==> src/logic/scpc_pkg.sv <==
// Shared constants, types and decode helpers for the serial controller register front end
package scpc_pkg;

    // Register file geometry
    localparam int unsigned REG_COUNT  = 16;   // Locations per channel
    localparam int unsigned PTR_W      = 4;    // Pointer width incl. high bit
    localparam int unsigned CHAN_COUNT = 2;    // Channels B (0) and A (1)
    localparam logic        CH_A       = 1'b1; // Channel A index
    localparam logic        CH_B       = 1'b0; // Channel B index

    // Register locations
    localparam logic [3:0] IDX_CMD    = 4'h0; // Command / pointer register
    localparam logic [3:0] IDX_INTDMA = 4'h1; // Interrupt/DMA control
    localparam logic [3:0] IDX_VECTOR = 4'h2; // Shared vector register
    localparam logic [3:0] IDX_WR3    = 4'h3; // Receive parameters
    localparam logic [3:0] IDX_WR4    = 4'h4; // Mode register
    localparam logic [3:0] IDX_WR5    = 4'h5; // Transmit parameters
    localparam logic [3:0] IDX_LOC6   = 4'h6; // Byte count low location
    localparam logic [3:0] IDX_LOC7   = 4'h7; // Sync / auxiliary location
    localparam logic [3:0] IDX_DATA   = 4'h8; // Data location
    localparam logic [3:0] IDX_MASTER = 4'h9; // Shared master control
    localparam logic [3:0] IDX_WR10   = 4'hA; // Misc control
    localparam logic [3:0] IDX_LOC11  = 4'hB; // Clock mode location
    localparam logic [3:0] IDX_LOC12  = 4'hC; // Time constant low
    localparam logic [3:0] IDX_LOC13  = 4'hD; // Time constant high
    localparam logic [3:0] IDX_LOC14  = 4'hE; // Misc / auxiliary image
    localparam logic [3:0] IDX_EXTINT = 4'hF; // Extended int control

    // Command register fields
    localparam int unsigned CMD_PTR_LSB   = 0; // Pointer bits 2..0
    localparam int unsigned CMD_FIELD_LSB = 3; // Command bits 5..3
    localparam int unsigned CMD_CRC_LSB   = 6; // CRC command bits 7..6

    // CRC command codes
    localparam logic [1:0] CRC_NULL    = 2'h0;
    localparam logic [1:0] CRC_RX_CHK  = 2'h1;
    localparam logic [1:0] CRC_TX_GEN  = 2'h2;
    localparam logic [1:0] CRC_TX_URUN = 2'h3;

    // Command field codes
    localparam logic [2:0] CMD_NULL      = 3'h0;
    localparam logic [2:0] CMD_POINT_HI  = 3'h1;
    localparam logic [2:0] CMD_EXT_RST   = 3'h2;
    localparam logic [2:0] CMD_ABORT     = 3'h3;
    localparam logic [2:0] CMD_RX_NEXT   = 3'h4;
    localparam logic [2:0] CMD_TX_PEND   = 3'h5;
    localparam logic [2:0] CMD_ERR_RST   = 3'h6;
    localparam logic [2:0] CMD_SVC_RST   = 3'h7;

    // Option bits in other registers
    localparam int unsigned EXTINT_FIFO_BIT   = 2; // Status FIFO enable
    localparam int unsigned EXTINT_AUXSEL_BIT = 0; // Location 7 reaches aux reg
    localparam int unsigned AUX_EXTRD_BIT     = 6; // Extended read enable
    localparam int unsigned MODE_LSB          = 4; // Sync mode field in mode reg
    localparam logic [1:0]  MODE_SDLC         = 2'h2;

    // Values after reset
    localparam logic [7:0] CMD_RST    = 8'h00;
    localparam logic [7:0] INTDMA_RST = 8'h00;
    localparam logic [7:0] WREG_RST   = 8'h00;
    localparam logic [3:0] PTR_RST    = 4'h0;

    // One-cycle command strobes for one channel
    typedef struct packed {
        logic crcCheckRst;   // Reset receive CRC checker
        logic txCrcGenRst;   // Reset transmit CRC generator
        logic txUnderrunRst; // Reset underrun/end_of_message latch
        logic extStatRst;    // Re-arm external/status latches
        logic sendAbort;     // Send abort sequence
        logic rxIntNextEn;   // Interrupt on next received character
        logic txIntPendRst;  // Clear transmit interrupt pending
        logic errorRst;      // Clear latched receive errors
        logic highestSvcRst; // Clear highest interrupt_under_service
    } scpc_cmd_t;

    // Interrupt/DMA control register fields, bit 7 first
    typedef struct packed {
        logic       dmaReqEn;        // Wait/request pin enable
        logic       dmaReqFunc;      // 1 = request, 0 = wait
        logic       dmaReqDir;       // 1 = receive, 0 = transmit
        logic [1:0] rxIntMode;       // Receive interrupt mode
        logic       parityIsSpecial; // Parity error is special condition
        logic       txIntEn;         // Transmit interrupt enable
        logic       extIntEn;        // External interrupt enable
    } scpc_intdma_t;

    // Read registers supplied by the channel logic
    typedef struct packed {
        logic [7:0] rr0;  // Tx/Rx buffer and external status
        logic [7:0] rr1;  // Special receive condition status
        logic [7:0] rr2;  // Vector image
        logic [7:0] rr3;  // Interrupt pending bits
        logic [7:0] byteCountLowRead; // Frame count low
        logic [7:0] byteCountHighRead; // Frame count high
        logic [7:0] rr8;  // Receive data
        logic [7:0] rr10; // Misc status
        logic [7:0] rr12; // Time constant low image
        logic [7:0] timeConstantHighRead; // Time const high
        logic [7:0] rr14; // Misc image
        logic [7:0] extIntControlRead; // Ext int image
    } scpc_rdset_t;

    // Locations that both channels share
    function automatic logic scpc_is_shared(input logic [3:0] idx);
        return (idx == IDX_VECTOR) || (idx == IDX_MASTER);
    endfunction

endpackage

==> src/logic/scpc_cmd_decode.sv <==
// Command register decoder: turns a command byte into per-channel strobes
`timescale 1ns/10ps
`default_nettype none
module scpc_cmd_decode
    import scpc_pkg::*;
(
    input  wire logic       cmdValid,  // Command byte written this cycle
    input  wire logic [7:0] cmdByte,   // Byte written at location zero
    input  wire logic       sdlcMode,  // Channel runs bit-oriented protocol
    output scpc_cmd_t       cmdPulse,  // Decoded strobes, combinational
    output logic            pointHigh  // Next access goes to upper bank
);

    logic [1:0] crcCode;  // CRC command field
    logic [2:0] cmdCode;  // Main command field

    assign crcCode = cmdByte[CMD_CRC_LSB +: 2];
    assign cmdCode = cmdByte[CMD_FIELD_LSB +: 3];

    // Both fields act in the same write; they never collide
    always_comb begin
        cmdPulse  = '0;
        pointHigh = 1'b0;
        if (cmdValid) begin
            case (crcCode)
                CRC_RX_CHK:  cmdPulse.crcCheckRst   = 1'b1;
                CRC_TX_GEN:  cmdPulse.txCrcGenRst   = 1'b1;
                CRC_TX_URUN: cmdPulse.txUnderrunRst = 1'b1;
                default: ;
            endcase
            case (cmdCode)
                CMD_POINT_HI: pointHigh              = 1'b1;
                CMD_EXT_RST:  cmdPulse.extStatRst    = 1'b1;
                CMD_ABORT:    cmdPulse.sendAbort     = sdlcMode;
                CMD_RX_NEXT:  cmdPulse.rxIntNextEn   = 1'b1;
                CMD_TX_PEND:  cmdPulse.txIntPendRst  = 1'b1;
                CMD_ERR_RST:  cmdPulse.errorRst      = 1'b1;
                CMD_SVC_RST:  cmdPulse.highestSvcRst = 1'b1;
                default: ;
            endcase
        end
    end

endmodule
`default_nettype wire

==> src/logic/scpc_read_mux.sv <==
// Read location multiplexer with image aliasing and option swaps
`timescale 1ns/10ps
`default_nettype none
module scpc_read_mux
    import scpc_pkg::*;
(
    input  wire logic [3:0]             rdIdx,   // Location being read
    input  wire scpc_rdset_t            rdSet,   // Read registers of channel
    input  wire logic [15:0][7:0]       wrRegs,  // Write registers of channel
    input  wire logic [7:0]             auxReg,  // auxiliary_feature_reg
    input  wire logic                   fifoEn,  // Status FIFO enabled
    input  wire logic                   extRdEn, // Extended read enabled
    output logic [7:0]                  rdByte   // Selected byte
);

    // Pure lookup; the caller registers the result
    always_comb begin
        case (rdIdx)
            IDX_CMD:    rdByte = rdSet.rr0;
            IDX_INTDMA: rdByte = rdSet.rr1;
            IDX_VECTOR: rdByte = rdSet.rr2;
            IDX_WR3:    rdByte = rdSet.rr3;
            IDX_WR4:    rdByte = extRdEn ? wrRegs[IDX_WR4] : rdSet.rr0;
            IDX_WR5:    rdByte = extRdEn ? wrRegs[IDX_WR5] : rdSet.rr1;
            IDX_LOC6:   rdByte = fifoEn ? rdSet.byteCountLowRead : rdSet.rr2;
            IDX_LOC7:   rdByte = fifoEn ? rdSet.byteCountHighRead : rdSet.rr3;
            IDX_DATA:   rdByte = rdSet.rr8;
            IDX_MASTER: rdByte = extRdEn ? wrRegs[IDX_WR3] : rdSet.timeConstantHighRead;
            IDX_WR10:   rdByte = rdSet.rr10;
            IDX_LOC11:  rdByte = extRdEn ? wrRegs[IDX_WR10] : rdSet.extIntControlRead;
            IDX_LOC12:  rdByte = rdSet.rr12;
            IDX_LOC13:  rdByte = rdSet.timeConstantHighRead;
            IDX_LOC14:  rdByte = extRdEn ? auxReg : rdSet.rr14;
            default:    rdByte = rdSet.extIntControlRead;
        endcase
    end

endmodule
`default_nettype wire

==> src/logic/scpc_regs.sv <==
// Pointer, command and write register front end of the two-channel serial controller
`timescale 1ns/10ps
`default_nettype none
module scpc_regs
    import scpc_pkg::*;
(
    input  wire logic             mclk,         // Host bus clock, 250 MHz
    input  wire logic             reset_n,      // Hardware reset, async
    input  wire logic             hostWr,       // Write strobe, one cycle
    input  wire logic             hostRd,       // Read strobe, one cycle
    input  wire logic             hostChanA,    // High = channel A, low = B
    input  wire logic             hostDataSel,  // High = data location direct
    input  wire logic [7:0]       hostWrData,   // Write data
    input  wire scpc_rdset_t      rdSetA,       // Channel A read registers
    input  wire scpc_rdset_t      rdSetB,       // Channel B read registers
    output logic [7:0]            hostRdData,   // Read data, registered
    output logic                  hostRdValid,  // Read data valid pulse
    output logic [3:0]            regPointer,   // Current pointer
    output logic [15:0][7:0]      wrRegsA,      // Channel A write registers
    output logic [15:0][7:0]      wrRegsB,      // Channel B write registers
    output logic [7:0]            auxRegA,      // Channel A aux feature reg
    output logic [7:0]            auxRegB,      // Channel B aux feature reg
    output scpc_intdma_t          intDmaCtlA,   // Channel A int/DMA fields
    output scpc_intdma_t          intDmaCtlB,   // Channel B int/DMA fields
    output logic                  dataWrStrobe, // Data location written
    output logic                  dataWrChanA,  // Channel of that data write
    output scpc_cmd_t             cmdA,         // Channel A command strobes
    output scpc_cmd_t             cmdB          // Channel B command strobes
);

    // ------------------------------------------------------------------
    // Storage
    // ------------------------------------------------------------------

    // Per-channel write registers; shared slots unused here
    logic [CHAN_COUNT-1:0][REG_COUNT-1:0][7:0] chanRegs_ff;
    logic [CHAN_COUNT-1:0][REG_COUNT-1:0][7:0] nxt_chanRegs;
    // Vector and master control live once for both channels
    logic [7:0]                                vectorReg_ff;
    logic [7:0]                                nxt_vectorReg;
    logic [7:0]                                masterReg_ff;
    logic [7:0]                                nxt_masterReg;
    // Auxiliary feature register per channel
    logic [CHAN_COUNT-1:0][7:0]                auxReg_ff;
    logic [CHAN_COUNT-1:0][7:0]                nxt_auxReg;

    // Pointer: bit 3 is the point-high extension
    logic [PTR_W-1:0]                          ptr_ff;
    logic [PTR_W-1:0]                          nxt_ptr;

    // Read result and its valid flag
    logic [7:0]                                rdData_ff;
    logic [7:0]                                nxt_rdData;
    logic                                      rdValid_ff;
    logic                                      nxt_rdValid;

    // Data location write strobe
    logic                                      dataWr_ff;
    logic                                      nxt_dataWr;
    logic                                      dataWrChan_ff;
    logic                                      nxt_dataWrChan;

    // Command strobes, registered so they are clean pulses
    scpc_cmd_t [CHAN_COUNT-1:0]                cmd_ff;
    scpc_cmd_t [CHAN_COUNT-1:0]                nxt_cmd;

    // ------------------------------------------------------------------
    // Access decode
    // ------------------------------------------------------------------

    logic                   chanSel;    // Channel addressed now
    logic [3:0]             accIdx;     // Location addressed now
    logic                   cmdWrite;   // Write lands on command location
    logic [CHAN_COUNT-1:0]  cmdValid;   // Per-channel command write
    logic [CHAN_COUNT-1:0]  ptHighReq;  // Point-high seen per channel
    scpc_cmd_t [CHAN_COUNT-1:0] cmdDec; // Decoded strobes per channel
    logic [CHAN_COUNT-1:0][7:0] rdMux;  // Read byte per channel
    logic [CHAN_COUNT-1:0][15:0][7:0] wrView; // Registers seen by a channel

    // Channel A on high select, B on low
    assign chanSel = hostChanA ? CH_A : CH_B;

    // Data select bypasses the pointer, otherwise the pointer decides
    assign accIdx = hostDataSel ? IDX_DATA : ptr_ff;

    // A control write at pointer zero is a command
    assign cmdWrite = hostWr && !hostDataSel && (ptr_ff == PTR_RST);

    // ------------------------------------------------------------------
    // Per-channel decode and read path
    // ------------------------------------------------------------------

    generate
        for (genvar ch = 0; ch < CHAN_COUNT; ch++) begin : g_chan
            logic sdlcMode; // Bit-oriented link mode from mode register
            logic fifoEn;   // Status FIFO option
            logic extRdEn;  // Extended read option

            assign sdlcMode = (chanRegs_ff[ch][IDX_WR4][MODE_LSB +: 2] == MODE_SDLC);
            assign fifoEn   = chanRegs_ff[ch][IDX_EXTINT][EXTINT_FIFO_BIT];
            assign extRdEn  = auxReg_ff[ch][AUX_EXTRD_BIT];
            assign cmdValid[ch] = cmdWrite && (chanSel == ch[0]);

            // Shared registers appear in both channel views
            always_comb begin
                wrView[ch]             = chanRegs_ff[ch];
                wrView[ch][IDX_VECTOR] = vectorReg_ff;
                wrView[ch][IDX_MASTER] = masterReg_ff;
            end

            scpc_cmd_decode u_dec (
                .cmdValid  (cmdValid[ch]),
                .cmdByte   (hostWrData),
                .sdlcMode  (sdlcMode),
                .cmdPulse  (cmdDec[ch]),
                .pointHigh (ptHighReq[ch])
            );

            scpc_read_mux u_rd (
                .rdIdx   (accIdx),
                .rdSet   ((ch == 1) ? rdSetA : rdSetB),
                .wrRegs  (wrView[ch]),
                .auxReg  (auxReg_ff[ch]),
                .fifoEn  (fifoEn),
                .extRdEn (extRdEn),
                .rdByte  (rdMux[ch])
            );
        end
    endgenerate

    // ------------------------------------------------------------------
    // Pointer next state
    // ------------------------------------------------------------------

    // Pointer returns to zero after one control access elsewhere
    always_comb begin
        nxt_ptr = ptr_ff;
        if (cmdWrite) begin
            // Load low bits; point high adds the upper bank
            nxt_ptr = {ptHighReq[chanSel], hostWrData[CMD_PTR_LSB +: 3]};
        end else if ((hostWr || hostRd) && !hostDataSel && (ptr_ff != PTR_RST)) begin
            nxt_ptr = PTR_RST;
        end
    end

    // ------------------------------------------------------------------
    // Write register next state
    // ------------------------------------------------------------------

    // Writes go to shared, auxiliary or per-channel storage
    always_comb begin
        nxt_chanRegs   = chanRegs_ff;
        nxt_vectorReg  = vectorReg_ff;
        nxt_masterReg  = masterReg_ff;
        nxt_auxReg     = auxReg_ff;
        nxt_dataWr     = 1'b0;
        nxt_dataWrChan = dataWrChan_ff;
        if (hostWr) begin
            if (scpc_is_shared(accIdx)) begin
                // One copy serves both channels
                if (accIdx == IDX_VECTOR) begin
                    nxt_vectorReg = hostWrData;
                end else begin
                    nxt_masterReg = hostWrData;
                end
            end else if ((accIdx == IDX_LOC7) &&
                         chanRegs_ff[chanSel][IDX_EXTINT][EXTINT_AUXSEL_BIT]) begin
                // Location 7 is redirected to the auxiliary register
                nxt_auxReg[chanSel] = hostWrData;
            end else begin
                // Ordinary per-channel register, command byte included
                nxt_chanRegs[chanSel][accIdx] = hostWrData;
            end
            if (accIdx == IDX_DATA) begin
                // Data byte is handed on to the transmitter
                nxt_dataWr     = 1'b1;
                nxt_dataWrChan = chanSel;
            end
        end
    end

    // ------------------------------------------------------------------
    // Command strobes and read data next state
    // ------------------------------------------------------------------

    // Strobes last exactly one cycle after the command write
    always_comb begin
        nxt_cmd = cmdDec;
    end

    // Read data is captured on the strobe and held until the next read
    always_comb begin
        nxt_rdData  = rdData_ff;
        nxt_rdValid = hostRd;
        if (hostRd) begin
            nxt_rdData = rdMux[chanSel];
        end
    end

    // ------------------------------------------------------------------
    // Registers
    // ------------------------------------------------------------------

    // All state; write registers clear so the outputs are known
    always_ff @(posedge mclk or negedge reset_n) begin
        if (!reset_n) begin
            for (int ch = 0; ch < CHAN_COUNT; ch++) begin
                for (int r = 0; r < REG_COUNT; r++) begin
                    chanRegs_ff[ch][r] <= WREG_RST;
                end
                chanRegs_ff[ch][IDX_CMD]    <= CMD_RST;
                chanRegs_ff[ch][IDX_INTDMA] <= INTDMA_RST;
                auxReg_ff[ch]               <= WREG_RST;
            end
            vectorReg_ff  <= WREG_RST;
            masterReg_ff  <= WREG_RST;
            ptr_ff        <= PTR_RST;
            rdData_ff     <= WREG_RST;
            rdValid_ff    <= 1'b0;
            dataWr_ff     <= 1'b0;
            dataWrChan_ff <= 1'b0;
            cmd_ff        <= '0;
        end else begin
            chanRegs_ff   <= nxt_chanRegs;
            auxReg_ff     <= nxt_auxReg;
            vectorReg_ff  <= nxt_vectorReg;
            masterReg_ff  <= nxt_masterReg;
            ptr_ff        <= nxt_ptr;
            rdData_ff     <= nxt_rdData;
            rdValid_ff    <= nxt_rdValid;
            dataWr_ff     <= nxt_dataWr;
            dataWrChan_ff <= nxt_dataWrChan;
            cmd_ff        <= nxt_cmd;
        end
    end

    // ------------------------------------------------------------------
    // Outputs
    // ------------------------------------------------------------------

    assign hostRdData   = rdData_ff;
    assign hostRdValid  = rdValid_ff;
    assign regPointer   = ptr_ff;
    assign wrRegsA      = wrView[CH_A];
    assign wrRegsB      = wrView[CH_B];
    assign auxRegA      = auxReg_ff[CH_A];
    assign auxRegB      = auxReg_ff[CH_B];
    // Field view straight off the stored byte
    assign intDmaCtlA   = scpc_intdma_t'(chanRegs_ff[CH_A][IDX_INTDMA]);
    assign intDmaCtlB   = scpc_intdma_t'(chanRegs_ff[CH_B][IDX_INTDMA]);
    assign dataWrStrobe = dataWr_ff;
    assign dataWrChanA  = dataWrChan_ff;
    assign cmdA         = cmd_ff[CH_A];
    assign cmdB         = cmd_ff[CH_B];

endmodule
`default_nettype wire

==> config.mk <==
export PLATFORM = sky130hd
export DESIGN_NAME = scpc_regs
export DESIGN_NICKNAME = d
export VERILOG_FILES = /design/src/logic/scpc_pkg.sv /design/src/logic/scpc_cmd_decode.sv /design/src/logic/scpc_read_mux.sv /design/src/logic/scpc_regs.sv
export SDC_FILE = /design/constraint.sdc
export NUM_CORES = 1
export LEC_CHECK = 0
export ABC_AREA = 1
export BUFFER_PORTS_ARGS = -buffer_cell sky130_fd_sc_hd__clkbuf_2
export CAP_MARGIN = 30
export CORE_ASPECT_RATIO = 2
export CORE_MARGIN = 4
export CORE_UTILIZATION = 25
export CTS_CLUSTER_SIZE = 24
export DETAILED_ROUTE_END_ITERATION = 7
export GPL_TIMING_DRIVEN = 0
export PLACE_DENSITY = 0.55
export SYNTH_ARGS = -nofsm -noshare
export SYNTH_HDL_FRONTEND = slang
export SYNTH_HIERARCHICAL = 1
export SYNTH_SLANG_ARGS = --single-unit
==> constraint.sdc <==
create_clock -name mclk -period 3.2 [get_ports mclk]
set_input_delay 0.16 -clock mclk [delete_from_list [all_inputs] [get_ports mclk]]
set_output_delay 0.16 -clock mclk [all_outputs]
set_load 0.01 [all_outputs]
==> metrics.md <==
| Metric | Value |
|---|---|
| Outcome | completed |
| Initial core utilization | 25.3% |
| Final setup violating endpoints | 0 |
| CP most frequent cell | nand2_1 |
| Fill cells | 7135 |
| Post-DP Area | 19900 µm² |
| RSZ-0062 raised after global routing | false |
| Flop2flop setup slack | 0.34 ns |
| Final Hold Fails | 0 |
| Max Slew Vio Count | 0 |
| GRT met3 Usage | 5.87% |
| Xor/xnor share of the synthesized area | 0% |
| Adder-Cell Fraction of Synth Area | 0% |
| Worst Max-Slew Pin Slew | 1.07 ns |
| TritonCTS clock tree | yes |
| ANT nets after route | 0 |
| Async set or reset register ratio after synthesis | 100% |
| Mapped Cells | 2271 |
| Worst Path Buf+Inv | 2 |
| Worst-path clk slew | 0.07 ns |
| Top cells by area, synth | dfrtp_1 (45%), nand2_1 (26%), nand4_1 (8.4%) |
| Via count | 17832 |
| Cells after DPL | 3599 |
| Final wirelength | 87100 µm |
| Setup bufs post-CTS | 0 |
| Starting DRT DRC Count | 1088 |
| Syn Area/Cell | 7.12 µm² |
| Worst min path class | primary input to register |
| Total Nets Final | 3060 |
| Synth-to-layout area growth | 30.6% |
| Synth warn | 6 |
| Largest net degree at the start of global routing | 87 |
| Register area | 7230 µm² |
| First-pass DRT Iterations | 6 |
| Post-synth top cells | nand2_1 (1133), dfrtp_1 (289), nand4_1 (217) |
| Crit. End Element | register |
| Wirelength per Cell | 23.7 µm |
| Synth Net Count | 2477 |
| Leading area contributor after synthesis | dfrtp_1 |
| Post-Layout Cell Count | 3680 |
| GR Util met2 | 43.9% |
| Worst-Skew Late Latency | 0.59 ns |
| Layout cells sized above 1 | 26.5% |
| Startpoint types | register |
| Post-synth top flop | dfrtp_1 |
| Die area | 69100 µm² |
| EDFF count, synth | 0 |
| Data required, critical path | 3.71 ns |
| Kind of critical path | register to register |
| Post-route cell area | 21100 µm² |
| Rows | 131 |
| Most Crowded Layer GR | met2 |
| CORE AREA | 63900 µm² |
| Maximum VDD drop | 0.000549 V |
| Hold path depth | 5 |
| Post-synthesis simple-gate area fraction | 46.2% |
| CTS root buf | clkbuf_16 |
| Vias in the first global route | 17914 |
| Post-synthesis mux area share | 0% |
| Final period util | 89.2% |
| First-pass GRT wire length | 125000 µm |
| Crit-path leading delay family | simple AND/OR/NAND/NOR gates |
| Crit path cell chain | nand2_1 -> inv_1 -> inv_1 -> nor2_2 -> nand2_1 -> nor2_1 -> nor2_1 -> nand2_1 -> nor2_1 -> nand2_1 -> nand2_1 -> a31oi_1 |
| Power density over cell area | 589 nW/µm² |
| Post-CTS sizing | 0 |
| Post-route setup slack | 0.345 ns |
| GRT overflow | 0 |
| RR Startpoint | regPointer[0] |
| Rel. slew slack | 28.9% |
| Max FO, Critical Path | 11 |
| CTS Buf Count | 29 |
| Initial antenna violation count | 9 |
| H-Tree Depth | 1 |
| Tot GR Track Use | 24.2% |
| Compound-Gate Fraction of Synth Area | 2.22% |
| DP Wirelength | 70700 µm |
| Total of max-cap violations | 0 |
| Hold-fix buffers at CTS | 22 |
| Arrival time worst endpoint | 3.36 ns |
| Synth cell types | 26 |
| Seq cells post-synth | 289 |
| CP peak stage delay | 0.53 ns |
| Drt drc | 0 |
| Worst Skew | 0.00737 ns |
| Most common cell in the synthesized netlist | nand2_1 |
| Area occupied by multi-input gates | 7830 µm² |
| Share of the synthesized area in the top cell type | 44.7% |
| Routability-driven placement congestion ratio | 0.937 |
| Sink Count | 289 |
| Met1 Usage GRT | 27.3% |
| Worst Hold End | hostRdData[3] |
| Dpl ws | 0.260 ns |
| Leak | 0.0120 µW |
| Port-buffer cells | 522 |
| Clock tree buffer depth | 3 |
| Crit path max-delay cell type | inv_1 |
| I/O Pins | 527 |
| Post-synthesis sequential area ratio | 44.7% |
| Reg2reg end | hostRdData[7] |
| Die Height | 368 µm |
| Die W | 188 µm |
| Fmax | 350 MHz |
| Hold path startpoint | rdSetB[3] |
| Cell Area, Synth | 16200 µm² |
| Vias/cell | 4.85 |
| Largest family of logic cells by synthesized area | simple AND/OR/NAND/NOR gates |
| R2R cell count | 12 |
| Period minus WS final | 2.86 ns |
routing by layer:
| layer | vias to the layer above | wire, µm | share of wire [%] |
|---|---|---|---|
| li1 | 8529 | - | - |
| met1 | 8366 | 32700 | 38 |
| met2 | 776 | 44400 | 51 |
| met3 | 155 | 6430 | 7.4 |
| met4 | 6 | 3590 | 4.1 |
| met5 | - | 39 | 0.045 |
power by group:
| part | internal [µW] | leakage [µW] | total [µW] | switching (µW) |
|---|---|---|---|---|
| Clock | 1950 | 0.000460 | 3530 | 1570 |
| Sequential | 4360 | 0.00387 | 5060 | 705 |
| Combinational | 1450 | 0.00770 | 3860 | 2410 |
| Total | 7760 | 0.0120 | 12500 | 4690 |
worst max path at each step:
stage                          endpoint           from  depth (start not counted)
after floorplan           hostRdData[0]  regPointer[0]                         12
after global placement      wrRegsB[43]        reset_n                          1
after detailed placement  hostRdData[3]  regPointer[1]                         12
after CTS                 hostRdData[3]  regPointer[1]                         12
after global routing      hostRdData[5]  regPointer[1]                         12
final                     hostRdData[7]  regPointer[0]                         12
flip-flops by register name, summed over array words and instances (netlist names):
name	count
intDmaCtlA	8
hostRdValid	1
intDmaCtlB	8
wrRegsA	104
vectorReg_ff	8
wrRegsB	104
hostRdData	8
cmdA	9
cmdB	9
auxRegA	8
masterReg_ff	8
dataWrChanA	1
dataWrStrobe	1
regPointer	4
auxRegB	8
worst reg2reg max path, cell delays in order (launching register included):
cell,delay [ns]
dfrtp_1,0.47
nand2_1,0.10
inv_1,0.53
inv_1,0.21
nor2_2,0.37
nand2_1,0.35
nor2_1,0.19
nor2_1,0.06
nand2_1,0.06
nor2_1,0.04
nand2_1,0.16
nand2_1,0.10
a31oi_1,0.14
kinds of logic (layout without fill, tap and decap cells):
logic type,Yosys count,after routing
compound gates,69,69
flops,289,289
simple gates,1696,1696
other cells,0,6
buf+inv,217,822
layout by cell type, fill, tap and decap left out, types with 6 or more instances in the layout:
cell type and n:
nand4_1 217, nand3_1 108, nand3_4 11, nor2_1 171, buf_2 56, clkbuf_2 521, o21ai_0 42, nor2_2 21
nor3_2 11, diode_2 6, dfrtp_1 289, inv_1 58, clkbuf_1 47, nand2_1 1133, buf_4 57, clkbuf_16 29
dlygate4sd3_1 22, a31oi_1 8, a21oi_1 16, nand3_2 15, clkbuf_8 6
through the flow:
| stage | total power (µW) | hold slack, ns | setup TNS, ns | utilization, % |
|---|---|---|---|---|
| after floorplan | 6840 | -0.136 | 0 | - |
| after global placement | 8960 | 0.304 | -1330.85 | 30.9 |
| after detailed placement | 9010 | 0.129 | 0 | 31.2 |
| after CTS | 12600 | 0.00958 | 0 | 33.0 |
| after global routing | 13100 | 0.0406 | 0 | 33.0 |
| final | 12500 | 0.0374 | 0 | 33.1 |
layout make-up:
type,count,area share (%)
Timing Repair Buffer,552,14.2
Sequential cell,289,34.2
Clock inverter,11,0.592
Multi-Input combinational cell,1765,37.1
Buffer,153,4.10
Inverter,64,1.15
Antenna cell,6,0.0711
Tap cell,798,4.73
Clock buffer,42,3.90
No activity file was read; power rests on OpenSTA's default activity.
